`config.mk`:
```
export PLATFORM = sky130hd
export DESIGN_NAME = sca_device_flat
export DESIGN_NICKNAME = d
export VERILOG_FILES = /design/src/logic/sca_pkg.sv /design/src/logic/sca_link_if.sv /design/src/logic/sca_device.sv /design/src/flat_wrapper.sv
export SDC_FILE = /design/constraint.sdc
export NUM_CORES = 1
export LEC_CHECK = 0
export BUFFER_PORTS_ARGS = -buffer_cell sky130_fd_sc_hd__buf_4
export CAP_MARGIN = 20
export CORE_UTILIZATION = 50
export CTS_CLUSTER_DIAMETER = 80
export DETAILED_ROUTE_END_ITERATION = 10
export GPL_TIMING_DRIVEN = 0
export PLACE_DENSITY = 0.74
export SYNTH_ARGS = -nofsm -noshare
export SYNTH_HDL_FRONTEND = slang
export SYNTH_SLANG_ARGS = --single-unit
```
`constraint.sdc`:
```
create_clock -name clk -period 23.2 [get_ports clk]
set_input_delay 2.32 -clock clk [delete_from_list [all_inputs] [get_ports clk]]
set_output_delay 2.32 -clock clk [all_outputs]
set_load 0.01 [all_outputs]
```
`src/logic/sca_pkg.sv`:
```
package sca_pkg;

   // ***********************************************************
   // Clock and timing
   // ***********************************************************
   localparam int CLK_PS        = 5000;         // 200 MHz clock period
   localparam int TPROG_US      = 20;           // Programming time per write
   localparam int TPROG_CYC     = (TPROG_US * 1000000 + CLK_PS - 1) / CLK_PS;
   localparam int CMD_ENT_US    = 30000;        // Command entry window
   localparam int CMD_ENT_CYC   = (CMD_ENT_US / 1000) * (1000000000 / CLK_PS);
   localparam int RD_TIMEOUT    = 16;           // Master wait for a read answer

   // ***********************************************************
   // Command byte layout
   // ***********************************************************
   localparam int CMD_REGION_HI = 7;            // Region field top bit
   localparam int CMD_REGION_LO = 5;            // Region field low bit
   localparam int CMD_ADDR_HI   = 4;            // Word address top bit
   localparam int CMD_ADDR_LO   = 1;            // Word address low bit
   localparam int CMD_RD_BIT    = 0;            // Read (1) or write (0)
   localparam logic [2:0] REGION_NVM = 3'h0;    // Non-volatile words
   localparam logic [2:0] REGION_REG = 3'h4;    // Registers

   // ***********************************************************
   // Register map inside the register region
   // ***********************************************************
   localparam logic [3:0] ADDR_DIAG  = 4'h1;    // diag_control_status
   localparam logic [3:0] ADDR_SIGN  = 4'hA;    // unlock_signature
   localparam logic [7:0] CMD_SIGN_WR = 8'h94;  // Write command for unlock
   localparam logic [15:0] UNLOCK_VALUE = 16'hB96A;

   // ***********************************************************
   // diag_control_status fields
   // ***********************************************************
   localparam int DIAG_ACTIVE_BIT   = 15;       // diagnostic_active_flag
   localparam int DIAG_OVERRIDE_BIT = 14;       // diagnostic_override
   localparam int UNDERVOLT_BIT     = 12;       // undervoltage_flag
   localparam int SINGLE_FIX_BIT    = 8;        // Corrected single-bit error
   localparam int DOUBLE_BIT        = 7;        // double_bit_fault_flag
   localparam int FIELD_LOSS_BIT    = 6;        // field_loss_flag
   localparam int WIRE_BREAK_BIT    = 5;        // wire_break_flag
   localparam int CRC_BAD_BIT       = 4;        // Checksum mismatch
   localparam int ABOVE_BIT         = 3;        // angle_above_range_flag
   localparam int BELOW_BIT         = 2;        // angle_below_range_flag
   localparam logic OVERRIDE_RESET  = 1'b0;     // diagnostic_override reset

   // ***********************************************************
   // Checksum
   // ***********************************************************
   localparam logic [8:0] CRC_GEN  = 9'h107;    // x^8 + x^2 + x + 1
   localparam logic [7:0] CRC_INIT = 8'hFF;     // Preset value
   localparam logic [3:0] CRC_LAST = 4'hE;      // Last covered address
   localparam logic [15:0] CUST_WR_MASK = 16'h7FFF; // Writable NVM words
   localparam logic [255:0] NVM_DEFAULT = {
      16'h0000, 16'h00DB, 16'h0FFF, 16'h0000,
      16'h0000, 16'h0000, 16'h0000, 16'h0000,
      16'h0000, 16'h0000, 16'h0FFF, 16'h0000,
      16'h0FFF, 16'h0800, 16'h0000, 16'h0818};

   // Fold one word into the checksum, bit 15 first
   function automatic logic [7:0] crc_word(input logic [7:0]  c,
                                           input logic [15:0] w);
      logic [8:0] t;
      logic [7:0] r;
      r = c;
      for (int i = 15; i >= 0; i--) begin
         t = {r, w[i]};
         if (t[8]) begin
            t = t ^ CRC_GEN;
         end
         r = t[7:0];
      end
      return r;
   endfunction

endpackage

```
`src/logic/sca_link_if.sv`:
```
`timescale 1ns/1ps
interface sca_link_if;
   logic        req;     // Master: one-cycle transaction strobe
   logic [7:0]  cmd;     // Master: command byte
   logic [15:0] wdata;   // Master: write data
   logic [15:0] rdata;   // Device: read data
   logic        rvalid;  // Device: one-cycle read answer strobe

   modport device (input req, input cmd, input wdata,
                   output rdata, output rvalid);
   modport master (output req, output cmd, output wdata,
                   input rdata, input rvalid);
endinterface

```
`src/logic/sca_device.sv`:
```
`timescale 1ns/1ps
// Summary of operation
// Checksum is CRC8 with generator 0x107
// Checksum register preset to FFh
// Words fed bit 15 first, shift-insert-XOR
// Checksum covers addresses 0h to Eh ascending
// Stored checksum byte zeroed before computing
// Command mode only via 94h write B96Ah
// Bit 15 shows true diagnostic condition
// Bit 14 forces diagnostic off, resets 0
// Bit 12 set on low supply voltage
// Bit 8 sticky corrected error per readout
// Bit 7 sticky double error per readout
// Bit 6 sticky field loss, gated diagnostic
// Bit 5 sticky broken bond wire
// Bit 4 checksum mismatch at start-up
// Bits 3 and 2 show angle range
// Reads everywhere, writes customer words only
// Writes to reserved areas silently dropped
// Master waits programming time after writes; the master waits only after NVM-region writes, not register writes
// Command byte: region, address, read bit
// Command mode held until power-on reset
// Reserved status bits read zero
module sca_device #(
   parameter int CMD_ENT_CYCLES = sca_pkg::CMD_ENT_CYC,  // Entry window
   parameter int ANGLE_W        = 12                     // Angle width
) (
   input  wire logic               clk,            // Device clock
   input  wire logic               srst,           // Power-on reset
   input  wire logic               nvm_init,       // Load defaults at reset
   sca_link_if.device              lnk,            // Programming link
   input  wire logic               undervoltage,   // Low supply detected
   input  wire logic               mem_readout,    // Memory readout strobe
   input  wire logic               single_err,     // Corrected error seen
   input  wire logic               double_err,     // Uncorrectable error
   input  wire logic               field_loss,     // Magnet lost
   input  wire logic               field_loss_en,  // Field loss detect on
   input  wire logic               wire_break,     // Bond wire broken
   input  wire logic [ANGLE_W-1:0] angle,          // Measured angle
   input  wire logic [ANGLE_W-1:0] upper_angle_limit, // High threshold
   input  wire logic [ANGLE_W-1:0] lower_angle_limit, // Low threshold
   input  wire logic [3:0]         cfg_addr,       // Config word select
   output logic      [15:0]        cfg_data,       // Config word
   output logic                    command_mode,   // In command mode
   output logic                    diag_out,       // Diagnostic output
   output logic                    crc_busy        // Start-up check running
);

   localparam int WIN_W = $clog2(CMD_ENT_CYCLES + 1);

   typedef struct packed {
      logic [15:0][15:0] nvm;        // Configuration words
      logic              cmd_mode;   // Command mode entered
      logic              win_open;   // Entry window still open
      logic [WIN_W-1:0]  win_cnt;    // Cycles since reset
      logic              override;   // diagnostic_override
      logic              uv;         // undervoltage_flag
      logic              sfix;       // Corrected error flag
      logic              dbl;        // double_bit_fault_flag
      logic              fl;         // field_loss_flag
      logic              wb;         // wire_break_flag
      logic              crc_bad;    // Checksum mismatch
      logic              crc_run;    // Start-up check running
      logic [3:0]        crc_idx;    // Word being folded
      logic [7:0]        crc;        // Running checksum
      logic [15:0]       rdata;      // Read answer
      logic              rvalid;     // Read answer strobe
   } sca_dev_s;

   sca_dev_s q;
   sca_dev_s d;

   logic        above;
   logic        below;
   logic        cond;
   logic [15:0] diag_word;
   logic [2:0]  region;
   logic [3:0]  addr;
   logic        is_rd;
   logic [15:0] crc_in;
   logic [7:0]  crc_nx;

   // ***********************************************************
   // Live conditions and status word
   // ***********************************************************
   assign above  = angle > upper_angle_limit;
   assign below  = angle < lower_angle_limit;
   // Field loss only raises the condition while detection is on
   assign cond   = q.uv | q.sfix | q.dbl | (q.fl & field_loss_en) |
                   q.wb | q.crc_bad | above | below;

   // Status word, reserved positions held at zero
   always_comb begin
      diag_word = 16'h0000;
      diag_word[sca_pkg::DIAG_ACTIVE_BIT]   = cond;
      diag_word[sca_pkg::DIAG_OVERRIDE_BIT] = q.override;
      diag_word[sca_pkg::UNDERVOLT_BIT]     = q.uv;
      diag_word[sca_pkg::SINGLE_FIX_BIT]    = q.sfix;
      diag_word[sca_pkg::DOUBLE_BIT]        = q.dbl;
      diag_word[sca_pkg::FIELD_LOSS_BIT]    = q.fl;
      diag_word[sca_pkg::WIRE_BREAK_BIT]    = q.wb;
      diag_word[sca_pkg::CRC_BAD_BIT]       = q.crc_bad;
      diag_word[sca_pkg::ABOVE_BIT]         = above;
      diag_word[sca_pkg::BELOW_BIT]         = below;
   end

   // ***********************************************************
   // Command decode
   // ***********************************************************
   assign region = lnk.cmd[sca_pkg::CMD_REGION_HI:sca_pkg::CMD_REGION_LO];
   assign addr   = lnk.cmd[sca_pkg::CMD_ADDR_HI:sca_pkg::CMD_ADDR_LO];
   assign is_rd  = lnk.cmd[sca_pkg::CMD_RD_BIT];

   // Word fed to the checksum, stored byte of the last word zeroed
   always_comb begin
      crc_in = q.nvm[q.crc_idx];
      if (q.crc_idx == sca_pkg::CRC_LAST) begin
         crc_in[7:0] = 8'h00;
      end
   end

   assign crc_nx = sca_pkg::crc_word(q.crc, crc_in);

   // ***********************************************************
   // Next state
   // ***********************************************************
   always_comb begin
      d        = q;
      d.rvalid = 1'b0;

      // Entry window counts once from reset, then closes for good
      if (q.win_open) begin
         if (q.win_cnt == WIN_W'(CMD_ENT_CYCLES - 1)) begin
            d.win_open = 1'b0;
         end else begin
            d.win_cnt = q.win_cnt + WIN_W'(1);
         end
      end

      // Link transactions
      if (lnk.req) begin
         if (!q.cmd_mode) begin
            // Only the unlock write is heard before command mode
            if (lnk.cmd == sca_pkg::CMD_SIGN_WR && q.win_open &&
                lnk.wdata == sca_pkg::UNLOCK_VALUE) begin
               d.cmd_mode = 1'b1;
            end
         end else if (is_rd) begin
            // Every area may be read; unmapped reads answer zero
            d.rvalid = 1'b1;
            if (region == sca_pkg::REGION_NVM) begin
               d.rdata = q.nvm[addr];
            end else if (region == sca_pkg::REGION_REG &&
                         addr == sca_pkg::ADDR_DIAG) begin
               d.rdata = diag_word;
            end else begin
               d.rdata = 16'h0000;
            end
         end else begin
            // Writes land in customer words and the override only
            if (region == sca_pkg::REGION_NVM &&
                sca_pkg::CUST_WR_MASK[addr]) begin
               d.nvm[addr] = lnk.wdata;
            end else if (region == sca_pkg::REGION_REG &&
                         addr == sca_pkg::ADDR_DIAG) begin
               d.override = lnk.wdata[sca_pkg::DIAG_OVERRIDE_BIT];
            end
            // Any other write target is dropped here      //
         end
      end

      // Sticky fault flags, cleared only by reset
      d.uv   = q.uv | undervoltage;
      d.sfix = q.sfix | (mem_readout & single_err);
      d.dbl  = q.dbl | (mem_readout & double_err);
      d.fl   = q.fl | field_loss;
      d.wb   = q.wb | wire_break;

      // Start-up checksum, one word per cycle in rising order
      if (q.crc_run) begin
         d.crc = crc_nx;
         if (q.crc_idx == sca_pkg::CRC_LAST) begin
            d.crc_run = 1'b0;
            d.crc_bad = crc_nx != q.nvm[sca_pkg::CRC_LAST][7:0];
         end else begin
            d.crc_idx = q.crc_idx + 4'h1;
         end
      end

      // Power-on reset; configuration words survive it unless nvm_init loads the defaults
      if (srst) begin
         d          = '0;
         d.nvm      = nvm_init ? sca_pkg::NVM_DEFAULT : q.nvm;
         d.win_open = 1'b1;
         d.override = sca_pkg::OVERRIDE_RESET;
         d.crc_run  = 1'b1;
         d.crc      = sca_pkg::CRC_INIT;
         d.cmd_mode = 1'b0;
      end
   end

   // State register
   always_ff @(posedge clk) begin
      q <= d;
   end

   // ***********************************************************
   // Outputs
   // ***********************************************************
   assign lnk.rdata    = q.rdata;
   assign lnk.rvalid   = q.rvalid;
   assign cfg_data     = q.nvm[cfg_addr];
   assign command_mode = q.cmd_mode;
   assign diag_out     = cond & ~q.override;
   assign crc_busy     = q.crc_run;

endmodule

```
`src/flat_wrapper.sv`:
```
// flat-port wrapper written by rule: the top's interface ports become plain ports
module sca_device_flat 
#(
   parameter int CMD_ENT_CYCLES = sca_pkg::CMD_ENT_CYC,                 
   parameter int ANGLE_W        = 12                                   
)
  (clk, srst, nvm_init, undervoltage, mem_readout, single_err, double_err, field_loss, field_loss_en, wire_break, angle, upper_angle_limit, lower_angle_limit, cfg_addr, cfg_data, command_mode, diag_out, crc_busy, lnk_req, lnk_cmd, lnk_wdata, lnk_rdata, lnk_rvalid);
  sca_link_if lnk_i ();
  input  wire logic clk;
  input  wire logic srst;
  input  wire logic nvm_init;
  input  wire logic undervoltage;
  input  wire logic mem_readout;
  input  wire logic single_err;
  input  wire logic double_err;
  input  wire logic field_loss;
  input  wire logic field_loss_en;
  input  wire logic wire_break;
  input  wire logic [ANGLE_W-1:0] angle;
  input  wire logic [ANGLE_W-1:0] upper_angle_limit;
  input  wire logic [ANGLE_W-1:0] lower_angle_limit;
  input  wire logic [3:0] cfg_addr;
  output logic      [15:0] cfg_data;
  output logic command_mode;
  output logic diag_out;
  output logic crc_busy;
  input wire logic [$bits(lnk_i.req)-1:0] lnk_req;
  input wire logic [$bits(lnk_i.cmd)-1:0] lnk_cmd;
  input wire logic [$bits(lnk_i.wdata)-1:0] lnk_wdata;
  output wire logic [$bits(lnk_i.rdata)-1:0] lnk_rdata;
  output wire logic [$bits(lnk_i.rvalid)-1:0] lnk_rvalid;
  assign lnk_i.req = lnk_req;
  assign lnk_i.cmd = lnk_cmd;
  assign lnk_i.wdata = lnk_wdata;
  assign lnk_rdata = lnk_i.rdata;
  assign lnk_rvalid = lnk_i.rvalid;
  sca_device #(.CMD_ENT_CYCLES(CMD_ENT_CYCLES), .ANGLE_W(ANGLE_W)) u_core (.clk(clk), .srst(srst), .nvm_init(nvm_init), .lnk(lnk_i), .undervoltage(undervoltage), .mem_readout(mem_readout), .single_err(single_err), .double_err(double_err), .field_loss(field_loss), .field_loss_en(field_loss_en), .wire_break(wire_break), .angle(angle), .upper_angle_limit(upper_angle_limit), .lower_angle_limit(lower_angle_limit), .cfg_addr(cfg_addr), .cfg_data(cfg_data), .command_mode(command_mode), .diag_out(diag_out), .crc_busy(crc_busy));
endmodule
```
==> results of run 1 <==
==> flip-flops by register name, indices dropped and copies added (netlist names) <==
name	flops
u_core.q	292
u_core.crc_busy	1
u_core.lnk.rdata	16
u_core.command_mode	1
u_core.diag_word	7
u_core.lnk.rvalid	1
==> metrics by stage <==
| step | area [µm²] | util [%] | worst slack (ns) |
|---|---|---|---|
| 2_1_floorplan | 21290 | - | 12.86 |
| 3_3_place_gp | 22630 | 53.94 | 9.119 |
| 3_5_place_dp | 22950 | 54.71 | 15.79 |
| 4_1_cts | 24320 | 57.99 | 15.79 |
| 5_1_grt | 24420 | 58.23 | 15.68 |
| 6_report | 24430 | 58.23 | 15.79 |
==> critical path, cell delays in order <==
cell and delay, ns:
clkbuf_1 0.56, buf_1 0.83, mux4_2 0.62, mux4_2 0.57
buf_4 0.18
==> layout by cell type (no fill, tap or decap), types with 10 or more instances in the layout <==
| cell type | count |
|---|---|
| a21o_1 | 56 |
| a21oi_1 | 207 |
| buf_1 | 22 |
| buf_2 | 10 |
| buf_4 | 109 |
| buf_8 | 13 |
| clkbuf_1 | 134 |
| clkbuf_16 | 45 |
| dfxtp_1 | 62 |
| edfxtp_1 | 256 |
| ha_1 | 26 |
| inv_1 | 29 |
| mux2_2 | 36 |
| mux2i_1 | 18 |
| mux4_1 | 14 |
| mux4_2 | 218 |
| nand2_1 | 454 |
| nand2b_1 | 11 |
| nand3_1 | 17 |
| nand4_1 | 12 |
| nor2_1 | 98 |
| nor2b_1 | 14 |
| nor3_1 | 19 |
| xnor2_1 | 35 |
| xor2_1 | 36 |
==> area by class of cell <==
cell class                 count  area [µm²]  share of cell area [%]
multi-input combinational   1357       11480                   47.02
buffer                       184       795.8                   3.258
clock inverter                20       209.0                  0.8554
antenna                        1       2.502                 0.01024
timing repair buffer         112        1059                   4.333
sequential                   318        8929                   36.55
clock buffer                  50        1165                   4.769
tap                          539       674.4                   2.761
inverter                      29       108.9                  0.4456
==> routing by layer <==
| metal | vias up | track usage, % |
|---|---|---|
| met2 | 1584 | 56.28 |
| met5 | - | 0.6674 |
| met4 | 6 | 21.86 |
| met1 | 8777 | 47.98 |
| met3 | 302 | 16.38 |
| li1 | 7349 | - |
==> cells by family after synthesis <==
family / count (synthesis) / synth area share (%)
AO/OA/AOI/OAI: 315 / 8.864
XOR/XNOR: 74 / 3.180
adder cells (fa/ha/maj): 26 / 1.528
buffers and inverters: 213 / 4.250
flip-flops: 318 / 41.95
multiplexers: 286 / 27.55
AND/OR/NAND/NOR: 656 / 12.69
==> report_power, final <==
part	internal, mW	switching (mW)	total (mW)
Clock	0.400	0.261	0.661
Combinational	0.253	0.317	0.570
Sequential	0.648	0.0326	0.681
==> worst paths after layout <==
| kind | start | endpoint | slack [ns] | cells past startpoint |
|---|---|---|---|---|
| min | u_core.lnk.rdata[3] | u_core.lnk.rdata[3] | 0.50 | 2 |
| max | cfg_addr[0] | cfg_data[7] | 15.79 | 5 |
| max reg2reg | u_core.q[26] | u_core.diag_word[4] | 18.56 | 11 |
| min reg2reg | u_core.lnk.rdata[3] | u_core.lnk.rdata[3] | 0.50 | 2 |
==> key figures, run 1 <==
Pwr
  – PwrDens: 78.25 mW/mm²
  – Max VDD drop: 0.00006172 V
  – Lkg Pwr: 8.865 nW
  – Tot Pwr: 1.912 mW

Logic synthesis
  – Proportion of synthesized flip-flops having asynchronous set or reset: 0%
  – Post-synthesis register bit count: 318
  – Biggest area consumer among synthesized cells: edfxtp_1
  – Syn avg cell area: 11.27 µm²
  – Register area share after synthesis: 41.95%
  – Unique masters post-synth: 55
  – Largest cells by area after synthesis: edfxtp_1 (36%), mux4_2 (23%), nand2_1 (8.0%)
  – Post-synth top cells: nand2_1 (454), edfxtp_1 (256), mux4_2 (218)
  – Syn. warnings: 0
  – Post-Syn Nets: 1989
  – Post-synth EDFFs: 256
  – Most numerous cell in the Yosys netlist: nand2_1
  – Synth top area share: 36.12%
  – Synthesized instance count: 1888
  – Post-Syn Area: 0.02129 mm²
  – Most used DFF post-synth: edfxtp_1

Run
  – Max Cap Viol: 0

GRT
  – Initial antenna violation count: 3
  – First-pass GRT wire length: 119500 µm
  – Largest net degree at the start of global routing: 63
  – Vias in the first global route: 17.49k
  – Grt ovf: 0
  – Total track usage: 38.54%

Place
  – Dpl hpwl: 61010 µm
  – Dpl cells: 2532
  – Port Buf Inserts: 89
  – GPL Wtd Cong: 0.9817

Timing
  – Actual slew at the worst max-slew pin: 1.246 ns
  – Endpoints failing hold: 0
  – Setup Skew: 0.01451 ns
  – RSZ-0062 raised after global routing: false
  – Fin. max-slew vios: 0
  – Final worst path period need: 7.407 ns
  – Max_slew headroom: 16.96%
  – Setup TNS: 0 ns
  – Tcrit/Tclk final: 31.93%
  – Max frequency: 135.0 MHz
  – WHS: 0.5033 ns
  – Final setup violation count: 0

Layout
  – Fill count: 3488
  – Share of layout cells above drive strength 1: 22.71%
  – Layout Nets: 2141
  – Final Non-Filler Cells: 2610
  – Syn-to-layout area delta: 14.76%

Critical path
  – Crit. End Element: output pin
  – Worst EP required: 20.88 ns
  – Startpoint class of the critical path: primary input
  – Worst-path fanout max: 10
  – Setup CP Type: primary input to output pin
  – Crit path DAT: 5.09 ns

Detailed routing
  – Routed WL per cell: 31.61 µm
  – Routed WL: 82510 µm
  – Vias per cell: 6.903
  – DR iter-0 viols: 2821
  – DRC: 0
  – Vias: 18.02k
  – M1 WL: 27740 µm
  – Metal3 WL: 13780 µm
  – Met2 WL: 35560 µm
  – Drt first pass iters: 7
  – Post-route ant nets: 0
  – Top Metal Used: met5

Floorplan
  – Core area: 0.04195 mm²
  – Cell row count: 75
  – Starting Density: 50.74%
  – Number of I/O pins: 111
  – Die footprint: 0.04340 mm²
  – Die width: 208.3 µm
  – Chip Height: 208.3 µm

Clocking
  – Clock buffer depth: 3
  – Hold-fix buffer count after cts: 0
  – TritonCTS clock tree: built
  – Clock Root Buffer: clkbuf_16
  – CTS Sinks: 318
  – CTS resizes: 0
  – H-tree Lvls: 2
  – Postcts setup bufs: 0
  – Clock buffer count from CTS: 38
  – Clk slew on worst S/H paths: 0.06 ns
  – Clock latency on the worst-skew pair: 0.57 ns

Outcome
  – Status: complete, no violations

Hold path
  – Hold WC Path Type: flop to flop
No activity file was read; power rests on OpenSTA's default activity.
==> inputs of run 2 (changes only) <==
==> constraint.sdc (replaced) <==
create_clock -name clk -period 7.1 [get_ports clk]
set_input_delay 0.71 -clock clk [delete_from_list [all_inputs] [get_ports clk]]
set_output_delay 0.71 -clock clk [all_outputs]
set_load 0.01 [all_outputs]
==> run 2 against run 1 <==
Compared with the run above: sequential cell count is the same; register-to-register slack lost 16 ns; highest routed layer is now met4; design area down 0.86%; non-clock buffer count decreased by 5; largest cell class unchanged; wire length fell by 3.5%; clock-buffer cell count is 4 higher.
==> key figures, run 2 (same netlist as run 1, synthesis figures left out) <==
Outcome
  – Status: complete, no violations (unchanged)

Layout
  – Max reg flops: 292 (unchanged)
  – Final Cell Area: 0.02422 mm² (was 0.02443 mm²)
  – Most common cell after layout, fill and taps aside: nand2_1 (unchanged)
  – Layout Nets: 2135 (was 2141)
  – Top reg by flops: u_core.q (unchanged)
  – Final Non-Filler Cells: 2601 (was 2610)
  – Syn-to-layout area delta: 13.77% (was 14.76%)
  – Share of layout cells above drive strength 1: 22.17% (was 22.71%)
  – Most frequent cells in the layout: nand2_1 (454), edfxtp_1 (256), mux4_2 (218) (unchanged)

Critical path
  – Crit. End Element: flop (was output pin)
  – Reg2Reg Depth: 11 (unchanged)
  – Startpoint class of the critical path: flop (was primary input)
  – Crit path DAT: 5.04 ns (was 5.09 ns)
  – Worst-path fanout max: 10 (unchanged)
  – Critical R2R Capture: u_core.diag_word[4] (unchanged)
  – Worst EP required: 7.55 ns (was 20.88 ns)
  – Setup CP Type: flop to flop (was primary input to output pin)
  – Reg2Reg Setup Slack: 2.51 ns (was 18.56 ns)
  – Worst r2r src: u_core.q[26] (unchanged)

Hold path
  – Worst hold endpoint: u_core.diag_word[6] (was u_core.lnk.rdata[3])
  – Hold Path Depth: 3 (was 2)
  – Hold WC Path Type: primary input to flop (was flop to flop)
  – Min-delay src: field_loss (was u_core.lnk.rdata[3])

Place
  – GPL Wtd Cong: 1.044 (was 0.9817)
  – Dpl cells: 2528 (was 2532)
  – Post-DP Area: 0.02286 mm² (was 0.02295 mm²)
  – Port Buf Inserts: 89 (unchanged)
  – Dpl hpwl: 58960 µm (was 61010 µm)
  – Pre-CTS setup slack: 2.081 ns (was 15.79 ns)

Pwr
  – Max VDD drop: 0.0001682 V (was 0.00006172 V)
  – PwrDens: 251.1 mW/mm² (was 78.25 mW/mm²)
  – Combinational Power Share: 29.8% (about the same)
  – Design internal power: 4.158 mW (was 1.301 mW)
  – Switching Share: 31.61% (was 31.95%)
  – Seq pwr share: 36.6% (was 35.6%)
  – Tot Pwr: 6.080 mW (was 1.912 mW)
  – Lkg Pwr: 8.764 nW (was 8.865 nW)
  – Switching pwr: 1.922 mW (was 0.6108 mW)
  – Clock power frac: 33.6% (was 34.6%)

Timing
  – Actual slew at the worst max-slew pin: 1.231 ns (was 1.246 ns)
  – Final setup violation count: 0 (unchanged)
  – Tcrit/Tclk final: 64.62%
  – Worst setup margin: 2.512 ns (was 15.79 ns)
  – Fin. max-slew vios: 0 (unchanged)
  – Max frequency: 218.0 MHz
  – RSZ-0062 raised after global routing: false (unchanged)
  – Final worst path period need: 4.588 ns
  – Setup Skew: 0.01719 ns (was 0.01451 ns)
  – Max_slew headroom: 17.95% (was 16.96%)
  – Endpoints failing hold: 0 (unchanged)
  – WHS: 0.3490 ns (was 0.5033 ns)

Clocking
  – Clk slew on worst S/H paths: 0.07 ns (was 0.06 ns)
  – Clock Root Buffer: clkbuf_16 (unchanged)
  – Postcts setup bufs: 0 (unchanged)
  – Hold-fix buffer count after cts: 0 (unchanged)
  – H-tree Lvls: 2 (unchanged)
  – Clock latency on the worst-skew pair: 0.57 ns (about the same)
  – CTS Sinks: 318 (unchanged)
  – Clock buffer depth: 3 (unchanged)
  – Clock buffer count from CTS: 37 (was 38)
  – CTS resizes: 0 (unchanged)
  – TritonCTS clock tree: built (unchanged)

Detailed routing
  – Routed WL: 79590 µm (was 82510 µm)
  – Routed WL per cell: 30.60 µm (was 31.61 µm)
  – Vias: 17.99k (was 18.02k)
  – DR iter-0 viols: 3001 (was 2821)
  – Drt first pass iters: 6 (was 7)
  – Post-route ant nets: 0 (unchanged)
  – DRC: 0 (unchanged)
  – Vias per cell: 6.918 (was 6.903)

Floorplan
  – Cell row count: 75 (unchanged)
  – Die width: 208.3 µm (unchanged)
  – Number of I/O pins: 111 (unchanged)
  – Die footprint: 0.04340 mm² (unchanged)
  – Starting Density: 50.74% (unchanged)
  – Chip Height: 208.3 µm (unchanged)
  – Core area: 0.04195 mm² (unchanged)

GRT
  – First-pass GRT wire length: 115100 µm (was 119500 µm)
  – Grt ovf: 0 (unchanged)
  – Vias in the first global route: 17.32k (was 17.49k)
  – Largest net degree at the start of global routing: 72 (was 63)
  – Initial antenna violation count: 0 (was 3)
  – Total track usage: 36.66% (was 38.54%)

Run
  – Max Cap Viol: 0 (unchanged)
==> run 2: changes by cell type in the layout (fill, tap and decap cells not counted), sizes merged <==
| cell | delta |
|---|---|
| clkinv | -7 |
| clkinvlp | -1 |
| clkbuf | +4 |
| buf | -5 |
==> run 2: worst max path at each step <==
stage | startpoint | end | slack, ns | depth (start not counted)
2_1_floorplan | lnk_cmd[1] | u_core.q[100] | 1.08 | 6
3_3_place_gp | lnk_cmd[1] | u_core.q[250] | -1.33 | 6
3_5_place_dp | lnk_cmd[1] | u_core.q[207] | 2.08 | 8
4_1_cts | lnk_cmd[1] | u_core.q[238] | 2.66 | 8
5_1_grt | u_core.q[26] | u_core.diag_word[4] | 2.44 | 11
6_report | u_core.q[26] | u_core.diag_word[4] | 2.51 | 11
==> run 2: power groups by stage <==
stage	clock, mW	combinational [mW]	sequential (mW)
after floorplan	0	1.31	2.22
after global placement	0	1.71	2.26
after detailed placement	0	1.76	2.26
after CTS	2.04	1.77	2.22
after global routing	2.09	1.93	2.23
final	2.04	1.81	2.23
==> run 2: cell type report <==
type	instances	area, µm²
tap	539	674.4
fill	3486	17730
inverter	29	108.9
antenna	1	2.502
buffer	184	795.8
clock buffer	54	1096
multi-input combinational	1357	11480
sequential	318	8929
clock inverter	12	165.2
timing repair buffer	107	965.9
==> run 2: metal layers <==
layer / vias up / track usage (%) / wire length, µm
li1: 7341 / - / -
met1: 8688 / 45.86 / 26830
met2: 1643 / 54.87 / 34530
met3: 322 / 14.63 / 13010
met4: 0 / 19.05 / 5225
met5: - / 0 / 0
==> run 2: worst max-delay path: stages (launching register included) <==
cell	delay (ns)
dfxtp_1	0.64
buf_6	0.27
buf_12	0.18
buf_2	0.39
buf_1	0.87
mux4_2	0.50
mux4_2	0.53
xnor2_1	0.16
xnor2_1	0.25
xor2_1	0.22
nand4_1	0.12
o31a_1	0.30
==> run 2: metrics by stage <==
step / TNS (ns) / utilization [%]
finish: 0 / 57.73
global route: 0 / 57.73
CTS: 0 / 57.51
detailed placement: 0 / 54.51
global placement: -335.71 / 53.95
floorplan: 0 / -
